==> src/hw/pll_fb_consts.svh <==
/*
 * Constants for the dual-loop feedback divider and sleep control:
 * serial word layout, address codes, field positions, reset values.
 * Assumes inclusion by bare name from the design files only.
 */
`ifndef PLL_FB_CONSTS_SVH
`define PLL_FB_CONSTS_SVH

`define SHIFT_WIDTH 22
`define ADDR_MSB 1
`define ADDR_SECOND_REF 2'h0
`define ADDR_SECOND_FB 2'h1
`define ADDR_MAIN_REF 2'h2
`define ADDR_MAIN_FB 2'h3
`define DATA_MSB 21
`define DATA_LSB 2

// Feedback word fields (after the address is stripped)
`define FB_WORD_WIDTH 20
`define FB_SLEEP_BIT 19
`define FB_MODULUS_BIT 18
`define FB_COARSE_MSB 17
`define FB_COARSE_LSB 5
`define FB_SWALLOW_MSB 4
`define FB_SWALLOW_LSB 0
`define FB_WORD_RESET 20'h00060

// Reference word fields
`define REF_FLOAT_BIT 17
`define REF_COUNT_MSB 14
`define REF_COUNT_LSB 0
`define REF_WORD_RESET 20'h00003

// Prescaler moduli
`define MODULUS_8 6'h08
`define MODULUS_16 6'h10
`define MODULUS_32 6'h20

`endif

==> src/hw/pll_fb_pkg.sv <==
/*
 * Types shared by the feedback divider design.
 * Assumes nothing beyond a SystemVerilog compiler.
 */
package pll_fb_pkg;
    // Per-loop sleep sequencing, Gray coded along awake -> draining -> asleep
    typedef enum logic [1:0] {
        LOOP_AWAKE = 2'h0,
        LOOP_DRAINING = 2'h1,
        LOOP_ASLEEP = 2'h3
    } sleep_state_e;
    typedef logic [12:0] coarse_t;
    typedef logic [4:0] swallow_t;
    typedef logic [14:0] ref_count_t;
endpackage

==> src/hw/pll_feedback_divider_powerdown.sv <==
/*
 * Dual-loop feedback divider with per-loop sleep control, programmed by a
 * three-wire serial port (data, clock, latch strobe).
 * Assumes serial pins and rf/osc tick pulses are synchronous to ref_clk.
 * Loop 0 is the main (high band) loop, loop 1 the second (low band) loop.
 */
`include "pll_fb_consts.svh"

// Behaviour
// - Coarse count is word bits 17..5, legal 3 to 8191.
// - Swallow count is word bits 4..0, range 0 to 31.
// - Bit 18 picks modulus pair: high band 16/17 or 32/33, low 8/9 or 16/17.
// - Feedback ratio is P times coarse plus swallow.
// - Reference divider is 15 bits, ratio 3 to 32767.
// - Bit 19 sleeps the whole loop; pump float bit picks immediate or pump-synced sleep.
// - Sleeping loop holds reference and feedback counters in reset.
// - Leaving sleep, both counters start from zero.
// - Pump float clear: sleep waits until the pump pulse finishes.
// - Pump float set: sleep takes effect at once.
// - Reference input buffer off only when both loops sleep.
// - Address 11 loads main feedback word, 01 the second loop's.
// - Serial data MSB first, sampled on serial clock rising edge.
module pll_feedback_divider_powerdown
    import pll_fb_pkg::*;
(
    input wire logic ref_clk,
    input wire logic rst,
    input wire logic serial_clock,
    input wire logic serial_data,
    input wire logic serial_latch_strobe,
    input wire logic osc_tick,
    input wire logic main_rf_tick,
    input wire logic second_rf_tick,
    output logic main_ref_pulse,
    output logic main_fb_pulse,
    output logic main_pump_up,
    output logic main_pump_down,
    output logic main_pump_high_impedance,
    output logic main_loop_sleep,
    output logic second_ref_pulse,
    output logic second_fb_pulse,
    output logic second_pump_up,
    output logic second_pump_down,
    output logic second_pump_high_impedance,
    output logic second_loop_sleep,
    output logic reference_input_buffer
);
    logic [`SHIFT_WIDTH-1:0] shift_reg;
    logic serial_clock_reg, latch_strobe_reg;
    logic [`FB_WORD_WIDTH-1:0] main_loop_feedback_word, aux_loop_feedback_word;
    logic [`FB_WORD_WIDTH-1:0] main_ref_word_reg, second_ref_word_reg;
    logic buffer_on_reg;

    // Edge detection on the serial pins; pins are already in this domain
    wire sclk_rise = serial_clock && !serial_clock_reg;
    wire latch_rise = serial_latch_strobe && !latch_strobe_reg;
    wire [1:0] addr = shift_reg[`ADDR_MSB:0];
    wire [`FB_WORD_WIDTH-1:0] data_field = shift_reg[`DATA_MSB:`DATA_LSB];
    wire load_main_fb = latch_rise && (addr == `ADDR_MAIN_FB);
    wire load_second_fb = latch_rise && (addr == `ADDR_SECOND_FB);
    wire load_main_ref = latch_rise && (addr == `ADDR_MAIN_REF);
    wire load_second_ref = latch_rise && (addr == `ADDR_SECOND_REF);

    // Shift register, MSB first; keeps loading in every sleep mode
    always_ff @(posedge ref_clk or posedge rst) begin
        if (rst) begin
            serial_clock_reg <= 1'b0;
            latch_strobe_reg <= 1'b0;
            shift_reg <= 22'h000000;
        end else begin
            serial_clock_reg <= serial_clock;
            latch_strobe_reg <= serial_latch_strobe;
            if (sclk_rise) begin
                shift_reg <= {shift_reg[`SHIFT_WIDTH-2:0], serial_data};
            end
        end
    end

    // Write-only control words, latched on the strobe's rising edge
    always_ff @(posedge ref_clk or posedge rst) begin
        if (rst) begin
            main_loop_feedback_word <= `FB_WORD_RESET;
            aux_loop_feedback_word <= `FB_WORD_RESET;
            main_ref_word_reg <= `REF_WORD_RESET;
            second_ref_word_reg <= `REF_WORD_RESET;
        end else begin
            if (load_main_fb) begin
                main_loop_feedback_word <= data_field;
            end
            if (load_second_fb) begin
                aux_loop_feedback_word <= data_field;
            end
            if (load_main_ref) begin
                main_ref_word_reg <= data_field;
            end
            if (load_second_ref) begin
                second_ref_word_reg <= data_field;
            end
        end
    end

    // Per-loop views gathered into arrays for the generate loop
    wire [`FB_WORD_WIDTH-1:0] fb_word [2];
    wire [`FB_WORD_WIDTH-1:0] ref_word [2];
    wire [1:0] rf_tick = {second_rf_tick, main_rf_tick};
    wire [1:0] ref_pulse, fb_pulse, pump_up, pump_down, pump_busy, asleep, pump_float;
    assign fb_word[0] = main_loop_feedback_word;
    assign fb_word[1] = aux_loop_feedback_word;
    assign ref_word[0] = main_ref_word_reg;
    assign ref_word[1] = second_ref_word_reg;

    for (genvar i = 0; i < 2; i++) begin : g_loop
        sleep_state_e state_reg, state_next;
        wire sleep_req = fb_word[i][`FB_SLEEP_BIT];
        wire float_sel = ref_word[i][`REF_FLOAT_BIT];

        // Float set sleeps at once; float clear waits out the pump pulse
        always_comb begin
            state_next = state_reg;
            unique case (state_reg)
                LOOP_AWAKE: begin
                    if (sleep_req && float_sel) begin
                        state_next = LOOP_ASLEEP;
                    end else if (sleep_req) begin
                        state_next = pump_busy[i] ? LOOP_DRAINING : LOOP_ASLEEP;
                    end
                end
                LOOP_DRAINING: begin
                    if (!sleep_req) begin
                        state_next = LOOP_AWAKE;
                    end else if (float_sel || !pump_busy[i]) begin
                        state_next = LOOP_ASLEEP;
                    end
                end
                LOOP_ASLEEP: begin
                    if (!sleep_req) begin
                        state_next = LOOP_AWAKE;
                    end
                end
                default: state_next = LOOP_AWAKE;
            endcase
        end

        always_ff @(posedge ref_clk or posedge rst) begin
            if (rst) begin
                state_reg <= LOOP_AWAKE;
            end else begin
                state_reg <= state_next;
            end
        end

        assign asleep[i] = state_reg == LOOP_ASLEEP;
        // Pump floats when commanded or while the loop sleeps
        assign pump_float[i] = float_sel || asleep[i];

        loop_divider #(
            .HIGH_BAND(i == 0)
        ) u_div (
            .ref_clk(ref_clk),
            .rst(rst),
            .hold(asleep[i]),
            .rf_tick(rf_tick[i]),
            .osc_tick(osc_tick),
            .coarse_count(fb_word[i][`FB_COARSE_MSB:`FB_COARSE_LSB]),
            .swallow_count(fb_word[i][`FB_SWALLOW_MSB:`FB_SWALLOW_LSB]),
            .modulus_sel(fb_word[i][`FB_MODULUS_BIT]),
            .ref_count(ref_word[i][`REF_COUNT_MSB:`REF_COUNT_LSB]),
            .ref_pulse(ref_pulse[i]),
            .fb_pulse(fb_pulse[i]),
            .pump_up(pump_up[i]),
            .pump_down(pump_down[i]),
            .pump_busy(pump_busy[i])
        );
    end

    // Reference buffer stays on while either loop is awake
    always_ff @(posedge ref_clk or posedge rst) begin
        if (rst) begin
            buffer_on_reg <= 1'b1;
        end else begin
            buffer_on_reg <= !(asleep[0] && asleep[1]);
        end
    end

    assign main_ref_pulse = ref_pulse[0];
    assign main_fb_pulse = fb_pulse[0];
    assign main_pump_up = pump_up[0];
    assign main_pump_down = pump_down[0];
    assign main_pump_high_impedance = pump_float[0];
    assign main_loop_sleep = asleep[0];
    assign second_ref_pulse = ref_pulse[1];
    assign second_fb_pulse = fb_pulse[1];
    assign second_pump_up = pump_up[1];
    assign second_pump_down = pump_down[1];
    assign second_pump_high_impedance = pump_float[1];
    assign second_loop_sleep = asleep[1];
    assign reference_input_buffer = buffer_on_reg;
endmodule

==> src/hw/loop_divider.sv <==
/*
 * One loop's counters: pulse-swallow feedback divider, reference divider
 * and a simple phase comparator driving charge pump up/down levels.
 * Assumes rf_tick and osc_tick are one-cycle pulses synchronous to ref_clk.
 */
`include "pll_fb_consts.svh"

module loop_divider
    import pll_fb_pkg::*;
#(
    parameter bit HIGH_BAND = 1'b1
) (
    input wire logic ref_clk,
    input wire logic rst,
    input wire logic hold,
    input wire logic rf_tick,
    input wire logic osc_tick,
    input wire coarse_t coarse_count,
    input wire swallow_t swallow_count,
    input wire logic modulus_sel,
    input wire ref_count_t ref_count,
    output logic ref_pulse,
    output logic fb_pulse,
    output logic pump_up,
    output logic pump_down,
    output logic pump_busy
);
    coarse_t coarse_reg, coarse_cnt_reg;
    swallow_t swallow_reg, swallow_cnt_reg;
    logic modulus_sel_reg;
    logic [5:0] pre_cnt_reg;
    ref_count_t ref_cnt_reg;
    logic ref_pulse_reg, fb_pulse_reg, up_reg, down_reg;

    // Modulus pair chosen by band and select bit
    wire [5:0] base_modulus = HIGH_BAND ? (modulus_sel_reg ? `MODULUS_32 : `MODULUS_16)
                                        : (modulus_sel_reg ? `MODULUS_16 : `MODULUS_8);
    // Prescaler divides by P+1 until A cycles are swallowed, then by P
    wire swallowing = swallow_cnt_reg != swallow_reg;
    wire [5:0] pre_last = swallowing ? base_modulus : base_modulus - 6'h01;
    wire pre_done = rf_tick && (pre_cnt_reg == pre_last);
    wire fb_done = pre_done && (coarse_cnt_reg == coarse_reg - 13'h0001);
    // Not shadowed: a smaller new ratio would leave the count past its end,
    // so the compare is at-or-above to end that period instead of wrapping
    wire ref_done = osc_tick && (ref_cnt_reg >= ref_count - 15'h0001);

    // Shadow settings: taken only at a division boundary or while held,
    // so a write never produces a mixed-ratio cycle
    always_ff @(posedge ref_clk or posedge rst) begin
        if (rst) begin
            coarse_reg <= 13'h0003;
            swallow_reg <= 5'h00;
            modulus_sel_reg <= 1'b0;
        end else if (hold || fb_done) begin
            coarse_reg <= coarse_count;
            swallow_reg <= swallow_count;
            modulus_sel_reg <= modulus_sel;
        end
    end

    // Feedback counters, all cleared while held so wake-up starts at zero
    always_ff @(posedge ref_clk or posedge rst) begin
        if (rst) begin
            pre_cnt_reg <= 6'h00;
            coarse_cnt_reg <= 13'h0000;
            swallow_cnt_reg <= 5'h00;
        end else if (hold || fb_done) begin
            pre_cnt_reg <= 6'h00;
            coarse_cnt_reg <= 13'h0000;
            swallow_cnt_reg <= 5'h00;
        end else if (pre_done) begin
            pre_cnt_reg <= 6'h00;
            coarse_cnt_reg <= coarse_cnt_reg + 13'h0001;
            swallow_cnt_reg <= swallowing ? swallow_cnt_reg + 5'h01 : swallow_cnt_reg;
        end else if (rf_tick) begin
            pre_cnt_reg <= pre_cnt_reg + 6'h01;
        end
    end

    // Reference counter, held at zero alongside the feedback path
    always_ff @(posedge ref_clk or posedge rst) begin
        if (rst) begin
            ref_cnt_reg <= 15'h0000;
        end else if (hold || ref_done) begin
            ref_cnt_reg <= 15'h0000;
        end else if (osc_tick) begin
            ref_cnt_reg <= ref_cnt_reg + 15'h0001;
        end
    end

    // Divider outputs and pump levels; a pump pulse ends when both edges seen
    always_ff @(posedge ref_clk or posedge rst) begin
        if (rst) begin
            ref_pulse_reg <= 1'b0;
            fb_pulse_reg <= 1'b0;
            up_reg <= 1'b0;
            down_reg <= 1'b0;
        end else begin
            ref_pulse_reg <= ref_done && !hold;
            fb_pulse_reg <= fb_done && !hold;
            up_reg <= !hold && !(up_reg && down_reg) && (up_reg || ref_pulse_reg);
            down_reg <= !hold && !(up_reg && down_reg) && (down_reg || fb_pulse_reg);
        end
    end

    assign ref_pulse = ref_pulse_reg;
    assign fb_pulse = fb_pulse_reg;
    assign pump_up = up_reg;
    assign pump_down = down_reg;
    assign pump_busy = up_reg || down_reg;
endmodule

==> config.mk <==
export PLATFORM = sky130hd
export DESIGN_NAME = pll_feedback_divider_powerdown
export DESIGN_NICKNAME = d
export VERILOG_FILES = /design/src/hw/pll_fb_pkg.sv /design/src/hw/pll_feedback_divider_powerdown.sv /design/src/hw/loop_divider.sv
export VERILOG_INCLUDE_DIRS = /design/src /design/src/hw
export SDC_FILE = /design/constraint.sdc
export NUM_CORES = 1
export LEC_CHECK = 0
export ABC_AREA = 1
export BUFFER_PORTS_ARGS = -buffer_cell sky130_fd_sc_hd__buf_2
export CORE_AREA = 5 5 150 152
export CTS_CLUSTER_SIZE = 12
export DETAILED_ROUTE_END_ITERATION = 10
export DIE_AREA = 0 0 155 157
export PLACE_DENSITY_LB_ADDON = 0.15
export SYNTH_ARGS = -nofsm -noshare
export SYNTH_HDL_FRONTEND = slang
export SYNTH_SLANG_ARGS = --single-unit
==> constraint.sdc <==
create_clock -name ref_clk -period 15.6 [get_ports ref_clk]
set_input_delay 3.12 -clock ref_clk [delete_from_list [all_inputs] [get_ports ref_clk]]
set_output_delay 3.12 -clock ref_clk [all_outputs]
set_load 0.03 [all_outputs]
==> impl_metrics.env, run 1 <==
export IMPL_critPathMaxFanout=26
export IMPL_power_total_mw=1.78
export IMPL_initial_utilization=0.582
export IMPL_clk_path_buf_depth=3
export IMPL_num_rows=53
export IMPL_hold_path_class="register to register"
export IMPL_post_cts_buffers=0
export IMPL_relSlewSlack=0.156
export IMPL_hold_slack_ns=0.472
export IMPL_top_layer="met4"
export IMPL_r2r_end="g_loop[0].u_div.ref_cnt_reg[13]"
export IMPL_dr_pass1_iters=5
export IMPL_grt_pass1_vias=9175
export IMPL_fin_tns_setup_ns=0
export IMPL_n_antenna_cell=0
export IMPL_r2r_start="main_ref_word_reg[0]"
export IMPL_antenna_found_initial=0
export IMPL_pre_cts_slack_ns=10.45
export IMPL_core_mm2=0.0209
export IMPL_routedWlPerCell_um=14.0
export IMPL_endpoint="main_loop_sleep"
export IMPL_via_count=9669
export IMPL_arrival_ns=1.75
export IMPL_grt_ovfl_total=0
export IMPL_final_nets=1594
export IMPL_yosysSeqAreaShare=0.464
export IMPL_fin_worst_skew_ns=0.0154
export IMPL_postCtsHoldBufs=0
export IMPL_finalNonFillerCells=1836
export IMPL_cts_tree="built"
export IMPL_crit_path_start="g_loop[0].state_reg[1]"
export IMPL_ant_nets=0
export IMPL_cts_root_buf="clkbuf_16"
export IMPL_grt_max_degree=140
export IMPL_final_hold_viol_count=0
export IMPL_die_h_um=157
export IMPL_dp_cells=1790
export IMPL_htree_levels=1
export IMPL_ys_ff_latch=225
export IMPL_io_pins=21
export IMPL_cts_resized=0
export IMPL_placed_area_mm2=0.0124
export IMPL_fin_util=0.634
export IMPL_grt_pass1_wl_mm=44.3
export IMPL_largest_reg_flops=30
export IMPL_syn_avg_cell_area_um2=7.92
export IMPL_drt_wl_total_mm=25.7
export IMPL_clk_pin_slew_ns=0.06
export IMPL_critPathMaxStageDelay_ns=0.38
export IMPL_tightestPinTransition_ns=1.26
export IMPL_fin_crit_ns=4.87
export IMPL_cp_required_ns=12.48
export IMPL_cap_violations=0
export IMPL_crit_type="register to output pin"
export IMPL_synth_cell_types=38
export IMPL_end_kind="output pin"
export IMPL_fin_ws_ns=10.73
export IMPL_startpoint_type="register"
export IMPL_slowest_stage="dfrtp_1"
export IMPL_ff2ff_path_depth=16
export IMPL_rsz0062_at_grt="false"
export IMPL_outcome="complete, no violations"
export IMPL_syn_nets=1588
export IMPL_grt_use_total=0.218
export IMPL_wl_met3_um=933
export IMPL_die_area_mm2=0.0243
export IMPL_cts_buffers=25
export IMPL_met1_length_mm=12.0
export IMPL_stdcell_area_mm2=0.0133
export IMPL_viasPerCell=5.27
export IMPL_cts_sinks=225
export IMPL_synth_warnings=0
export IMPL_gp_congestion=0.865
export IMPL_drc=0
export IMPL_ir_worst_vdd_mv=0.122
export IMPL_routed_wl_met2_mm=12.4
export IMPL_drt_iter0_drc=744
export IMPL_syn_instance_count=1536
export IMPL_max_freq_mhz=205
export IMPL_io_buffers=20
export IMPL_synth_area_mm2=0.0122
export IMPL_syn2layout_area_growth_pct=8.94
export IMPL_path_cells="nand2_1 -> buf_4 -> inv_1 -> buf_2"
export IMPL_insertion_delay_ns=0.54
export IMPL_leakage_nw=6.77
export IMPL_period_share=0.312
export IMPL_cellPowerDensity_mw_per_mm2=134
export IMPL_setup_viol=0
export IMPL_drive_gt1_frac=0.0628
export IMPL_die_w_um=155
export IMPL_slew_violations=0
export IMPL_dp_hpwl_mm=17.7
export IMPL_r2r_slack_ns=12.12
==> cell usage in the layout, fill, tap and decap left out, types with 5 or more instances in the layout <==
master     instances
a21oi_1           26
buf_2             20
clkbuf_1           7
clkbuf_16         25
clkbuf_8           7
dfrtp_1          212
dfstp_2           13
ha_1              44
inv_1            165
nand2_1          437
nand3_1           97
nand3b_1           5
nand4_1           54
nor2_1           140
nor2_2             7
nor3_1            31
o21ai_0          124
xnor2_1           24
xor2_1            76
==> report_power, final <==
part	leakage, nW	internal, mW	switching [mW]	total, mW
logic	3.35	0.181	0.270	0.451
registers	3.02	0.666	0.0771	0.743
clock network	0.403	0.347	0.236	0.583
total	6.77	1.19	0.583	1.78
==> per-layer routing <==
layer  vias to the layer above  track usage
met5                         -            0
met4                         0       0.0442
met3                        30       0.0297
met2                       132        0.366
met1                      4555        0.306
li1                       4952            -
==> final cells by class <==
cell class | instances | area [um2]
multi-input combinational | 1098 | 5660
sequential | 225 | 5650
inverter | 168 | 638
clock buffer | 39 | 748
tap | 275 | 344
fill | 1913 | 7640
timing repair buffer | 24 | 130
clock inverter | 7 | 80.1
==> synth_stat cells <==
library cell / instances / area share
nor2_2: 7 / 0.0036
nor2_4: 3 / 0.0028
nor4_1: 3 / 0.0015
a21oi_1: 26 / 0.011
buf_2: 7 / 0.0029
xor2_1: 76 / 0.055
nand3b_1: 5 / 0.0031
nor2_1: 140 / 0.043
nand3_1: 97 / 0.040
nand4_1: 54 / 0.028
buf_4: 4 / 0.0025
xnor3_1: 1 / 0.0019
o21ai_1: 2 / 0.00082
ha_1: 44 / 0.045
nand2_4: 1 / 0.00093
dfstp_2: 13 / 0.028
nor3b_1: 1 / 0.00062
o31ai_1: 1 / 0.00062
clkinv_1: 2 / 0.00062
nand2_2: 4 / 0.0021
o21a_1: 1 / 0.00062
and3_1: 1 / 0.00051
clkbuf_1: 27 / 0.0083
a31oi_1: 2 / 0.0010
dfrtp_1: 212 / 0.44
buf_1: 3 / 0.00093
o21ai_0: 124 / 0.051
buf_6: 4 / 0.0037
nand3_2: 2 / 0.0016
xnor2_1: 24 / 0.017
a21boi_0: 2 / 0.0012
or2_2: 4 / 0.0021
nor4b_1: 2 / 0.0014
nand2_1: 437 / 0.13
or3_1: 1 / 0.00051
a21o_1: 2 / 0.0012
inv_1: 166 / 0.051
nor3_1: 31 / 0.013
==> kinds of logic after synthesis <==
family | after synthesis | share of synthesized area
fa+ha+maj | 44 | 0.0453
simple gates | 793 | 0.279
xor+xnor | 101 | 0.0739
buf+inv | 213 | 0.0702
compound gates | 160 | 0.0673
flops | 225 | 0.464
==> how the worst min path moves through the flow <==
stage,start,end,depth (start not counted)
final,main_loop_feedback_word[10],g_loop[0].u_div.coarse_reg[5],2
after global routing,main_loop_feedback_word[16],main_loop_feedback_word[16],2
after global placement,main_loop_feedback_word[17],g_loop[0].u_div.coarse_reg[12],2
after floorplan,main_loop_feedback_word[5],g_loop[0].u_div.coarse_reg[0],2
after CTS,aux_loop_feedback_word[12],g_loop[1].u_div.coarse_reg[7],2
after detailed placement,aux_loop_feedback_word[12],g_loop[1].u_div.coarse_reg[7],2
==> critical path, delay by kind of cell, from the launching register on <==
kind | cells | cell delay, ns
buffers and inverters | 3 | 0.63
DFF | 1 | 0.38
and+or+nand+nor | 1 | 0.20
No activity file was read; power rests on OpenSTA's default activity.
==> run 2, diff against run 1 <==
--- a/config.mk
+++ b/config.mk
@@ -6,12 +6,12 @@
 export SDC_FILE = /design/constraint.sdc
 export NUM_CORES = 1
 export LEC_CHECK = 0
-export ABC_AREA = 1
+export ABC_AREA = 0
 export BUFFER_PORTS_ARGS = -buffer_cell sky130_fd_sc_hd__buf_2
-export CORE_AREA = 5 5 150 152
+export CORE_AREA = 5 5 147 149
 export CTS_CLUSTER_SIZE = 12
 export DETAILED_ROUTE_END_ITERATION = 10
-export DIE_AREA = 0 0 155 157
+export DIE_AREA = 0 0 152 154
 export PLACE_DENSITY_LB_ADDON = 0.15
 export SYNTH_ARGS = -nofsm -noshare
 export SYNTH_HDL_FRONTEND = slang
==> constraint.sdc (replaced) <==
create_clock -name ref_clk -period 4.9 [get_ports ref_clk]
set_input_delay 0.98 -clock ref_clk [delete_from_list [all_inputs] [get_ports ref_clk]]
set_output_delay 0.98 -clock ref_clk [all_outputs]
set_load 0.03 [all_outputs]
==> run 2 against run 1 <==
  * Power rose to 3.5 times the previous value
  * Via count fell by 21%
  * Non-clock buffer count rose by 4
  * Worst setup slack got worse by 9.3 ns
  * Critical endpoint is now g_loop[0].u_div.coarse_reg[2]
  * Sequential cell count did not move
  * Register-to-register slack got worse by 11 ns
  * Critical path type is now register to register
  * Critical path depth rose by 5
  * First-iteration DRC count fell by 53%
  * Clock skew fell by 0.0059 ns
==> impl_metrics.env, run 2 <==
export IMPL_outcome="complete, no violations"
export IMPL_insertion_delay_ns=0.51
export IMPL_synth_adder_area_share=0.0476
export IMPL_max_freq_mhz=285
export IMPL_min_to="main_loop_feedback_word[10]"
export IMPL_switching_share=0.317
export IMPL_num_rows=52
export IMPL_r2r_end="g_loop[0].u_div.coarse_reg[2]"
export IMPL_yosysSeqAreaShare=0.488
export IMPL_path_cells="inv_1 -> ha_1 -> or4b_1 -> a2111oi_0 -> a31oi_1 -> a2bb2oi_1 -> a21oi_1 -> a21o_1 -> mux2_2"
export IMPL_routedWlPerCell_um=16.6
export IMPL_final_cell_mix="dfrtp_1 (212), mux2_2 (119), nor2_1 (105)"
export IMPL_crit_type="register to register"
export IMPL_async_flop_share=1.00
export IMPL_top_layer="met4"
export IMPL_postCtsHoldBufs=0
export IMPL_routed_wl_met2_mm=10.8
export IMPL_r2r_start="g_loop[0].u_div.coarse_reg[0]"
export IMPL_ff2ff_path_depth=9
export IMPL_hold_path_class="register to register"
export IMPL_hold_slack_ns=0.500
export IMPL_synth_warnings=0
export IMPL_via_count=7645
export IMPL_grt_pass1_vias=7524
export IMPL_io_buffers=20
export IMPL_grt_ovfl_total=0
export IMPL_critPathMaxFanout=20
export IMPL_viasPerCell=5.69
export IMPL_hold_depth=1
export IMPL_worst_hold_startpoint="main_loop_feedback_word[10]"
export IMPL_cts_tree="built"
export IMPL_fin_crit_ns=3.51
export IMPL_final_common_cell="dfrtp_1"
export IMPL_dp_hpwl_mm=15.3
export IMPL_slew_violations=0
export IMPL_synth_top_cell_area_share=0.458
export IMPL_io_pins=21
export IMPL_netlist_top_cells_area="dfrtp_1 (46%), mux2_2 (12%), xor2_1 (5.0%)"
export IMPL_synth_commonest_cells="dfrtp_1 (212), mux2_2 (119), nor2_1 (105), xor2_1 (66), xnor2_1 (64)"
export IMPL_grt_max_degree=95
export IMPL_clk_path_buf_depth=3
export IMPL_synth_edf_count=0
export IMPL_yosys_most_used_dff="dfrtp_1"
export IMPL_drive_gt1_frac=0.209
export IMPL_slowest_stage="a21o_1"
export IMPL_pwr_share_seq=0.452
export IMPL_internal_power_mw=4.20
export IMPL_yosysMostFrequentCell="dfrtp_1"
export IMPL_wl_met3_um=875
export IMPL_synth_compound_area_share=0.0608
export IMPL_syn_avg_cell_area_um2=11.2
export IMPL_n_antenna_cell=0
export IMPL_post_cts_buffers=0
export IMPL_grt_use_total=0.191
export IMPL_critPathMaxStageDelay_ns=0.66
export IMPL_switching_power_mw=1.95
export IMPL_cp_required_ns=5.29
export IMPL_cellPowerDensity_mw_per_mm2=480
export IMPL_final_nets=1109
export IMPL_syn_nets=1089
export IMPL_cts_root_buf="clkbuf_16"
export IMPL_ir_worst_vdd_mv=0.340
export IMPL_synth_simple_area_share=0.149
export IMPL_relSlewSlack=0.252
export IMPL_startpoint_type="register"
export IMPL_die_w_um=152
export IMPL_synth_area_mm2=0.0116
export IMPL_drt_iter0_drc=348
export IMPL_rsz0062_at_grt="false"
export IMPL_period_share=0.716
export IMPL_final_hold_viol_count=0
export IMPL_end_kind="register"
export IMPL_antenna_found_initial=0
export IMPL_synth_top_cell_by_area="dfrtp_1"
export IMPL_fin_worst_skew_ns=0.00955
export IMPL_tightestPinTransition_ns=1.12
export IMPL_syn_instance_count=1037
export IMPL_leakage_nw=5.98
export IMPL_initial_utilization=0.578
export IMPL_cts_resized=0
export IMPL_arrival_ns=3.90
export IMPL_die_h_um=154
export IMPL_synth_cell_types=70
export IMPL_htree_levels=1
export IMPL_largest_reg_flops=30
export IMPL_synth_xor_area_share=0.0984
export IMPL_cts_sinks=225
export IMPL_clockPowerShare=0.304
export IMPL_fin_tns_setup_ns=0
export IMPL_ys_ff_latch=225
export IMPL_synth_top_family_by_area="simple AND/OR/NAND/NOR gates"
export IMPL_drt_wl_total_mm=22.3
export IMPL_p_comb_frac=0.243
export IMPL_gp_congestion=0.845
export IMPL_die_area_mm2=0.0234
export IMPL_synthMuxAreaShare=0.134
export IMPL_cts_buffers=25
export IMPL_crit_buf_inv=1
export IMPL_syn2layout_area_growth_pct=10.5
export IMPL_core_mm2=0.0200
export IMPL_grt_pass1_wl_mm=38.0
export IMPL_met1_length_mm=10.4
export IMPL_fin_util=0.638
export IMPL_drc=0
export IMPL_dr_pass1_iters=4
export IMPL_crit_family="compound AO/OA/AOI/OAI gates"
export IMPL_r2r_slack_ns=1.39
export IMPL_ant_nets=0
export IMPL_setup_viol=0
export IMPL_cap_violations=0
export IMPL_clk_pin_slew_ns=0.06
[run 2: changes by cell type in the layout (fill, tap and decap cells not counted), sizes merged, moves of 9 or more]
cell | previous run | this run
nand2 | 442 | 56
inv | 167 | 22
mux2 | 0 | 129
o21ai | 126 | 22
nand3 | 99 | 34
nor2 | 150 | 106
xnor2 | 24 | 64
nand4 | 54 | 25
nor4 | 3 | 13
xor2 | 76 | 66
nor3 | 31 | 40
[run 2: per-layer routing]
metal	vias up	global-route usage
met1	3798	0.269
met3	26	0.0306
li1	3724	-
met2	97	0.318
met4	0	0.0394
met5	-	0
[run 2: worst max-delay path by stage]
stage                                            start                        endpoint  slack, ns  cells after the start
floorplan                                          rst       aux_loop_feedback_word[0]       0.99                      1
detailed placement  g_loop[1].u_div.swallow_cnt_reg[2]  g_loop[1].u_div.coarse_reg[11]       1.42                     11
global placement    g_loop[0].u_div.swallow_cnt_reg[0]  g_loop[0].u_div.swallow_reg[4]       1.44                     11
finish                   g_loop[0].u_div.coarse_reg[0]   g_loop[0].u_div.coarse_reg[2]       1.39                      9
CTS                 g_loop[0].u_div.swallow_cnt_reg[0]   g_loop[0].u_div.coarse_reg[2]       1.39                     11
global route                      main_ref_word_reg[2]  g_loop[0].u_div.ref_cnt_reg[3]       1.06                     13
[run 2: layout make-up]
class | count | area (um2)
Clock buffer | 37 | 711
Sequential cell | 225 | 5650
Clock inverter | 7 | 110
Tap cell | 270 | 338
Inverter | 24 | 93.8
Multi-Input combinational cell | 753 | 5710
Fill cell | 1631 | 7250
Timing Repair Buffer | 28 | 185
[run 2: power by group through the flow]
| stage | Clock [mW] | Sequential (mW) | Combinational (mW) |
|---|---|---|---|
| 2_1_floorplan | 0 | 2.66 | 1.22 |
| 3_3_place_gp | 0 | 2.80 | 1.47 |
| 3_5_place_dp | 0 | 2.81 | 1.51 |
| 4_1_cts | 1.91 | 2.78 | 1.52 |
| 5_1_grt | 2.00 | 2.84 | 1.74 |
| 6_report | 1.87 | 2.78 | 1.49 |
[run 2: cell families after synthesis]
family / count (synthesis)
xor gates and xnor gates: 130
AOI/OAI and AO/OA: 101
and+or+nand+nor: 343
muxes: 135
DFF: 225
adders and majority gates: 44
buffers and inverters: 59
[run 2: worst reg2reg max path, stage by stage, from the launching register on]
cell	delay, ns
dfstp_2	0.39
inv_1	0.07
ha_1	0.29
or4b_1	0.57
a2111oi_0	0.44
a31oi_1	0.08
a2bb2oi_1	0.15
a21oi_1	0.32
a21o_1	0.67
mux2_2	0.41
[run 2: stage by stage]
stage	std cells	setup slack, ns	power (mW)	cell area [um2]
floorplan	1037	0.993	3.87	11600
global placement	1300	1.44	4.27	12000
detailed placement	1300	1.42	4.32	12000
CTS	1344	1.39	6.21	12800
global route	1344	1.06	6.58	12800
finish	1344	1.39	6.14	12800
==> run 3, diff against run 2 <==
==> constraint.sdc (replaced) <==
create_clock -name ref_clk -period 3.6 [get_ports ref_clk]
set_input_delay 0.72 -clock ref_clk [delete_from_list [all_inputs] [get_ports ref_clk]]
set_output_delay 0.72 -clock ref_clk [all_outputs]
set_load 0.03 [all_outputs]
==> run 3 against run 2 <==
  * Worst setup slack lost 1.0 ns
  * Die area is the same
  * Sequential share of layout area decreased by 0.069 points
  * Largest power group unchanged
  * Core utilization increased by 0.10 points
  * Final cell count rose by 0.82%
  * Critical endpoint is now g_loop[1].u_div.swallow_reg[2]
==> impl_metrics.env, run 3 (same netlist as run 2, synthesis figures left out) <==
export IMPL_outcome="complete, no violations"
export IMPL_crit_path_start="g_loop[1].u_div.swallow_cnt_reg[2]"
export IMPL_r2r_slack_ns=0.38
export IMPL_cts_buffers=24
export IMPL_cts_root_buf="clkbuf_16"
export IMPL_hold_path_class="input port to register"
export IMPL_dr_pass1_iters=4
export IMPL_cts_sinks=225
export IMPL_switching_share=0.326
export IMPL_cp_depth=12
export IMPL_cts_tree="built"
export IMPL_gp_congestion=0.806
export IMPL_fin_crit_ns=3.22
export IMPL_via_count=7642
export IMPL_syn2layout_area_growth_pct=10.7
export IMPL_period_share=0.896
export IMPL_die_w_um=152
export IMPL_end_kind="register"
export IMPL_crit_type="register to register"
export IMPL_worst_hold_startpoint="serial_clock"
export IMPL_core_mm2=0.0200
export IMPL_p_comb_frac=0.254
export IMPL_final_common_cell="dfrtp_1"
export IMPL_cap_violations=0
export IMPL_clk_pin_slew_ns=0.06
export IMPL_antenna_found_initial=0
export IMPL_leakage_nw=6.00
export IMPL_insertion_delay_ns=0.51
export IMPL_grt_max_degree=63
export IMPL_clk_path_buf_depth=3
export IMPL_switching_power_mw=2.68
export IMPL_final_cell_mix="dfrtp_1 (212), mux2_2 (119), nor2_1 (105)"
export IMPL_drt_wl_total_mm=22.8
export IMPL_power_total_mw=8.20
export IMPL_setup_viol=0
export IMPL_cp_required_ns=3.99
export IMPL_clockPowerShare=0.282
export IMPL_dp_hpwl_mm=15.8
export IMPL_grt_ovfl_total=0
export IMPL_fin_worst_skew_ns=0.0165
export IMPL_hold_depth=1
export IMPL_io_buffers=20
export IMPL_post_cts_buffers=0
export IMPL_path_cells="xor2_1 -> nor3_1 -> nand2_1 -> ha_1 -> xnor2_1 -> nand3_1 -> and4b_1 -> or2_2 -> o2111a_2 -> a21oi_4 -> buf_12 -> mux2_2"
export IMPL_startpoint_type="register"
export IMPL_viasPerCell=5.64
export IMPL_relSlewSlack=0.252
export IMPL_htree_levels=1
export IMPL_critPathMaxFanout=19
export IMPL_ant_nets=0
export IMPL_num_rows=52
export IMPL_routedWlPerCell_um=16.9
export IMPL_max_freq_mhz=310
export IMPL_grt_use_total=0.199
export IMPL_min_to="serial_clock_reg"
export IMPL_ff2ff_path_depth=12
export IMPL_r2r_end="g_loop[1].u_div.swallow_reg[2]"
export IMPL_pwr_share_seq=0.464
export IMPL_grt_pass1_wl_mm=39.3
export IMPL_io_pins=21
export IMPL_internal_power_mw=5.53
export IMPL_die_h_um=154
export IMPL_n_antenna_cell=0
export IMPL_r2r_start="g_loop[1].u_div.swallow_cnt_reg[2]"
export IMPL_drt_iter0_drc=383
export IMPL_drive_gt1_frac=0.213
export IMPL_ir_worst_vdd_mv=0.567
export IMPL_num_fill_cells=1622
export IMPL_grt_pass1_vias=7723
export IMPL_largest_reg_flops=30
export IMPL_final_hold_viol_count=0
export IMPL_final_nets=1119
export IMPL_drc=0
export IMPL_crit_family="simple AND/OR/NAND/NOR gates"
export IMPL_tightestPinTransition_ns=1.12
export IMPL_slew_violations=0
export IMPL_fin_tns_setup_ns=0
export IMPL_arrival_ns=3.62
export IMPL_cellPowerDensity_mw_per_mm2=640
export IMPL_critPathMaxStageDelay_ns=0.43
export IMPL_initial_utilization=0.578
export IMPL_slowest_stage="dfrtp_1"
export IMPL_crit_buf_inv=1
export IMPL_rsz0062_at_grt="false"
export IMPL_die_area_mm2=0.0234
[run 3: final cells by class]
type	instances	area [um2]	share of cell area
Sequential cell	225	5650	0.441
Multi-Input combinational cell	753	5710	0.446
Tap cell	270	338	0.0264
Clock buffer	38	674	0.0526
Timing Repair Buffer	39	293	0.0229
Inverter	24	93.8	0.00733
Clock inverter	6	55.1	0.00430
[run 3: per-stage QoR]
| stage | hold slack (ns) | utilization | area, um2 | worst slack, ns | instances |
|---|---|---|---|---|---|
| detailed placement | 0.491 | 0.603 | 12100 | 0.275 | 1311 |
| floorplan | 0.473 | - | 11600 | -0.0474 | 1037 |
| finish | 0.326 | 0.639 | 12800 | 0.376 | 1355 |
| global route | 0.314 | 0.639 | 12800 | 0.0475 | 1355 |
| CTS | 0.307 | 0.639 | 12800 | 0.240 | 1355 |
| global placement | 0.488 | 0.603 | 12100 | 0.300 | 1311 |
[run 3: worst max path at each step]
stage	end	slack [ns]
5_1_grt	g_loop[1].u_div.ref_cnt_reg[2]	0.05
3_5_place_dp	g_loop[1].u_div.ref_cnt_reg[2]	0.27
2_1_floorplan	aux_loop_feedback_word[0]	-0.05
4_1_cts	g_loop[1].u_div.ref_cnt_reg[2]	0.24
3_3_place_gp	g_loop[1].u_div.ref_cnt_reg[10]	0.30
6_report	g_loop[1].u_div.swallow_reg[2]	0.38
[run 3: what timing repair did]
action                                 in CTS  in global routing
hold buffers                                0                  0
endpoints found under the hold margin       0                  0
setup endpoints to repair                   0                 14
resized for setup                           0                  2
[run 3: layer usage]
| metal | wire length (um) | GRT usage |
|---|---|---|
| met1 | 10800 | 0.285 |
| met2 | 10600 | 0.323 |
| met3 | 869 | 0.0250 |
| met4 | 525 | 0.0518 |
| met5 | 0 | 0 |
[run 3: power groups by stage]
stage | Sequential [mW] | Combinational (mW) | Clock, mW
2_1_floorplan | 3.61 | 1.66 | 0
3_3_place_gp | 3.82 | 2.02 | 0
3_5_place_dp | 3.84 | 2.08 | 0
4_1_cts | 3.81 | 2.10 | 2.38
5_1_grt | 3.90 | 2.41 | 2.49
6_report | 3.80 | 2.08 | 2.31
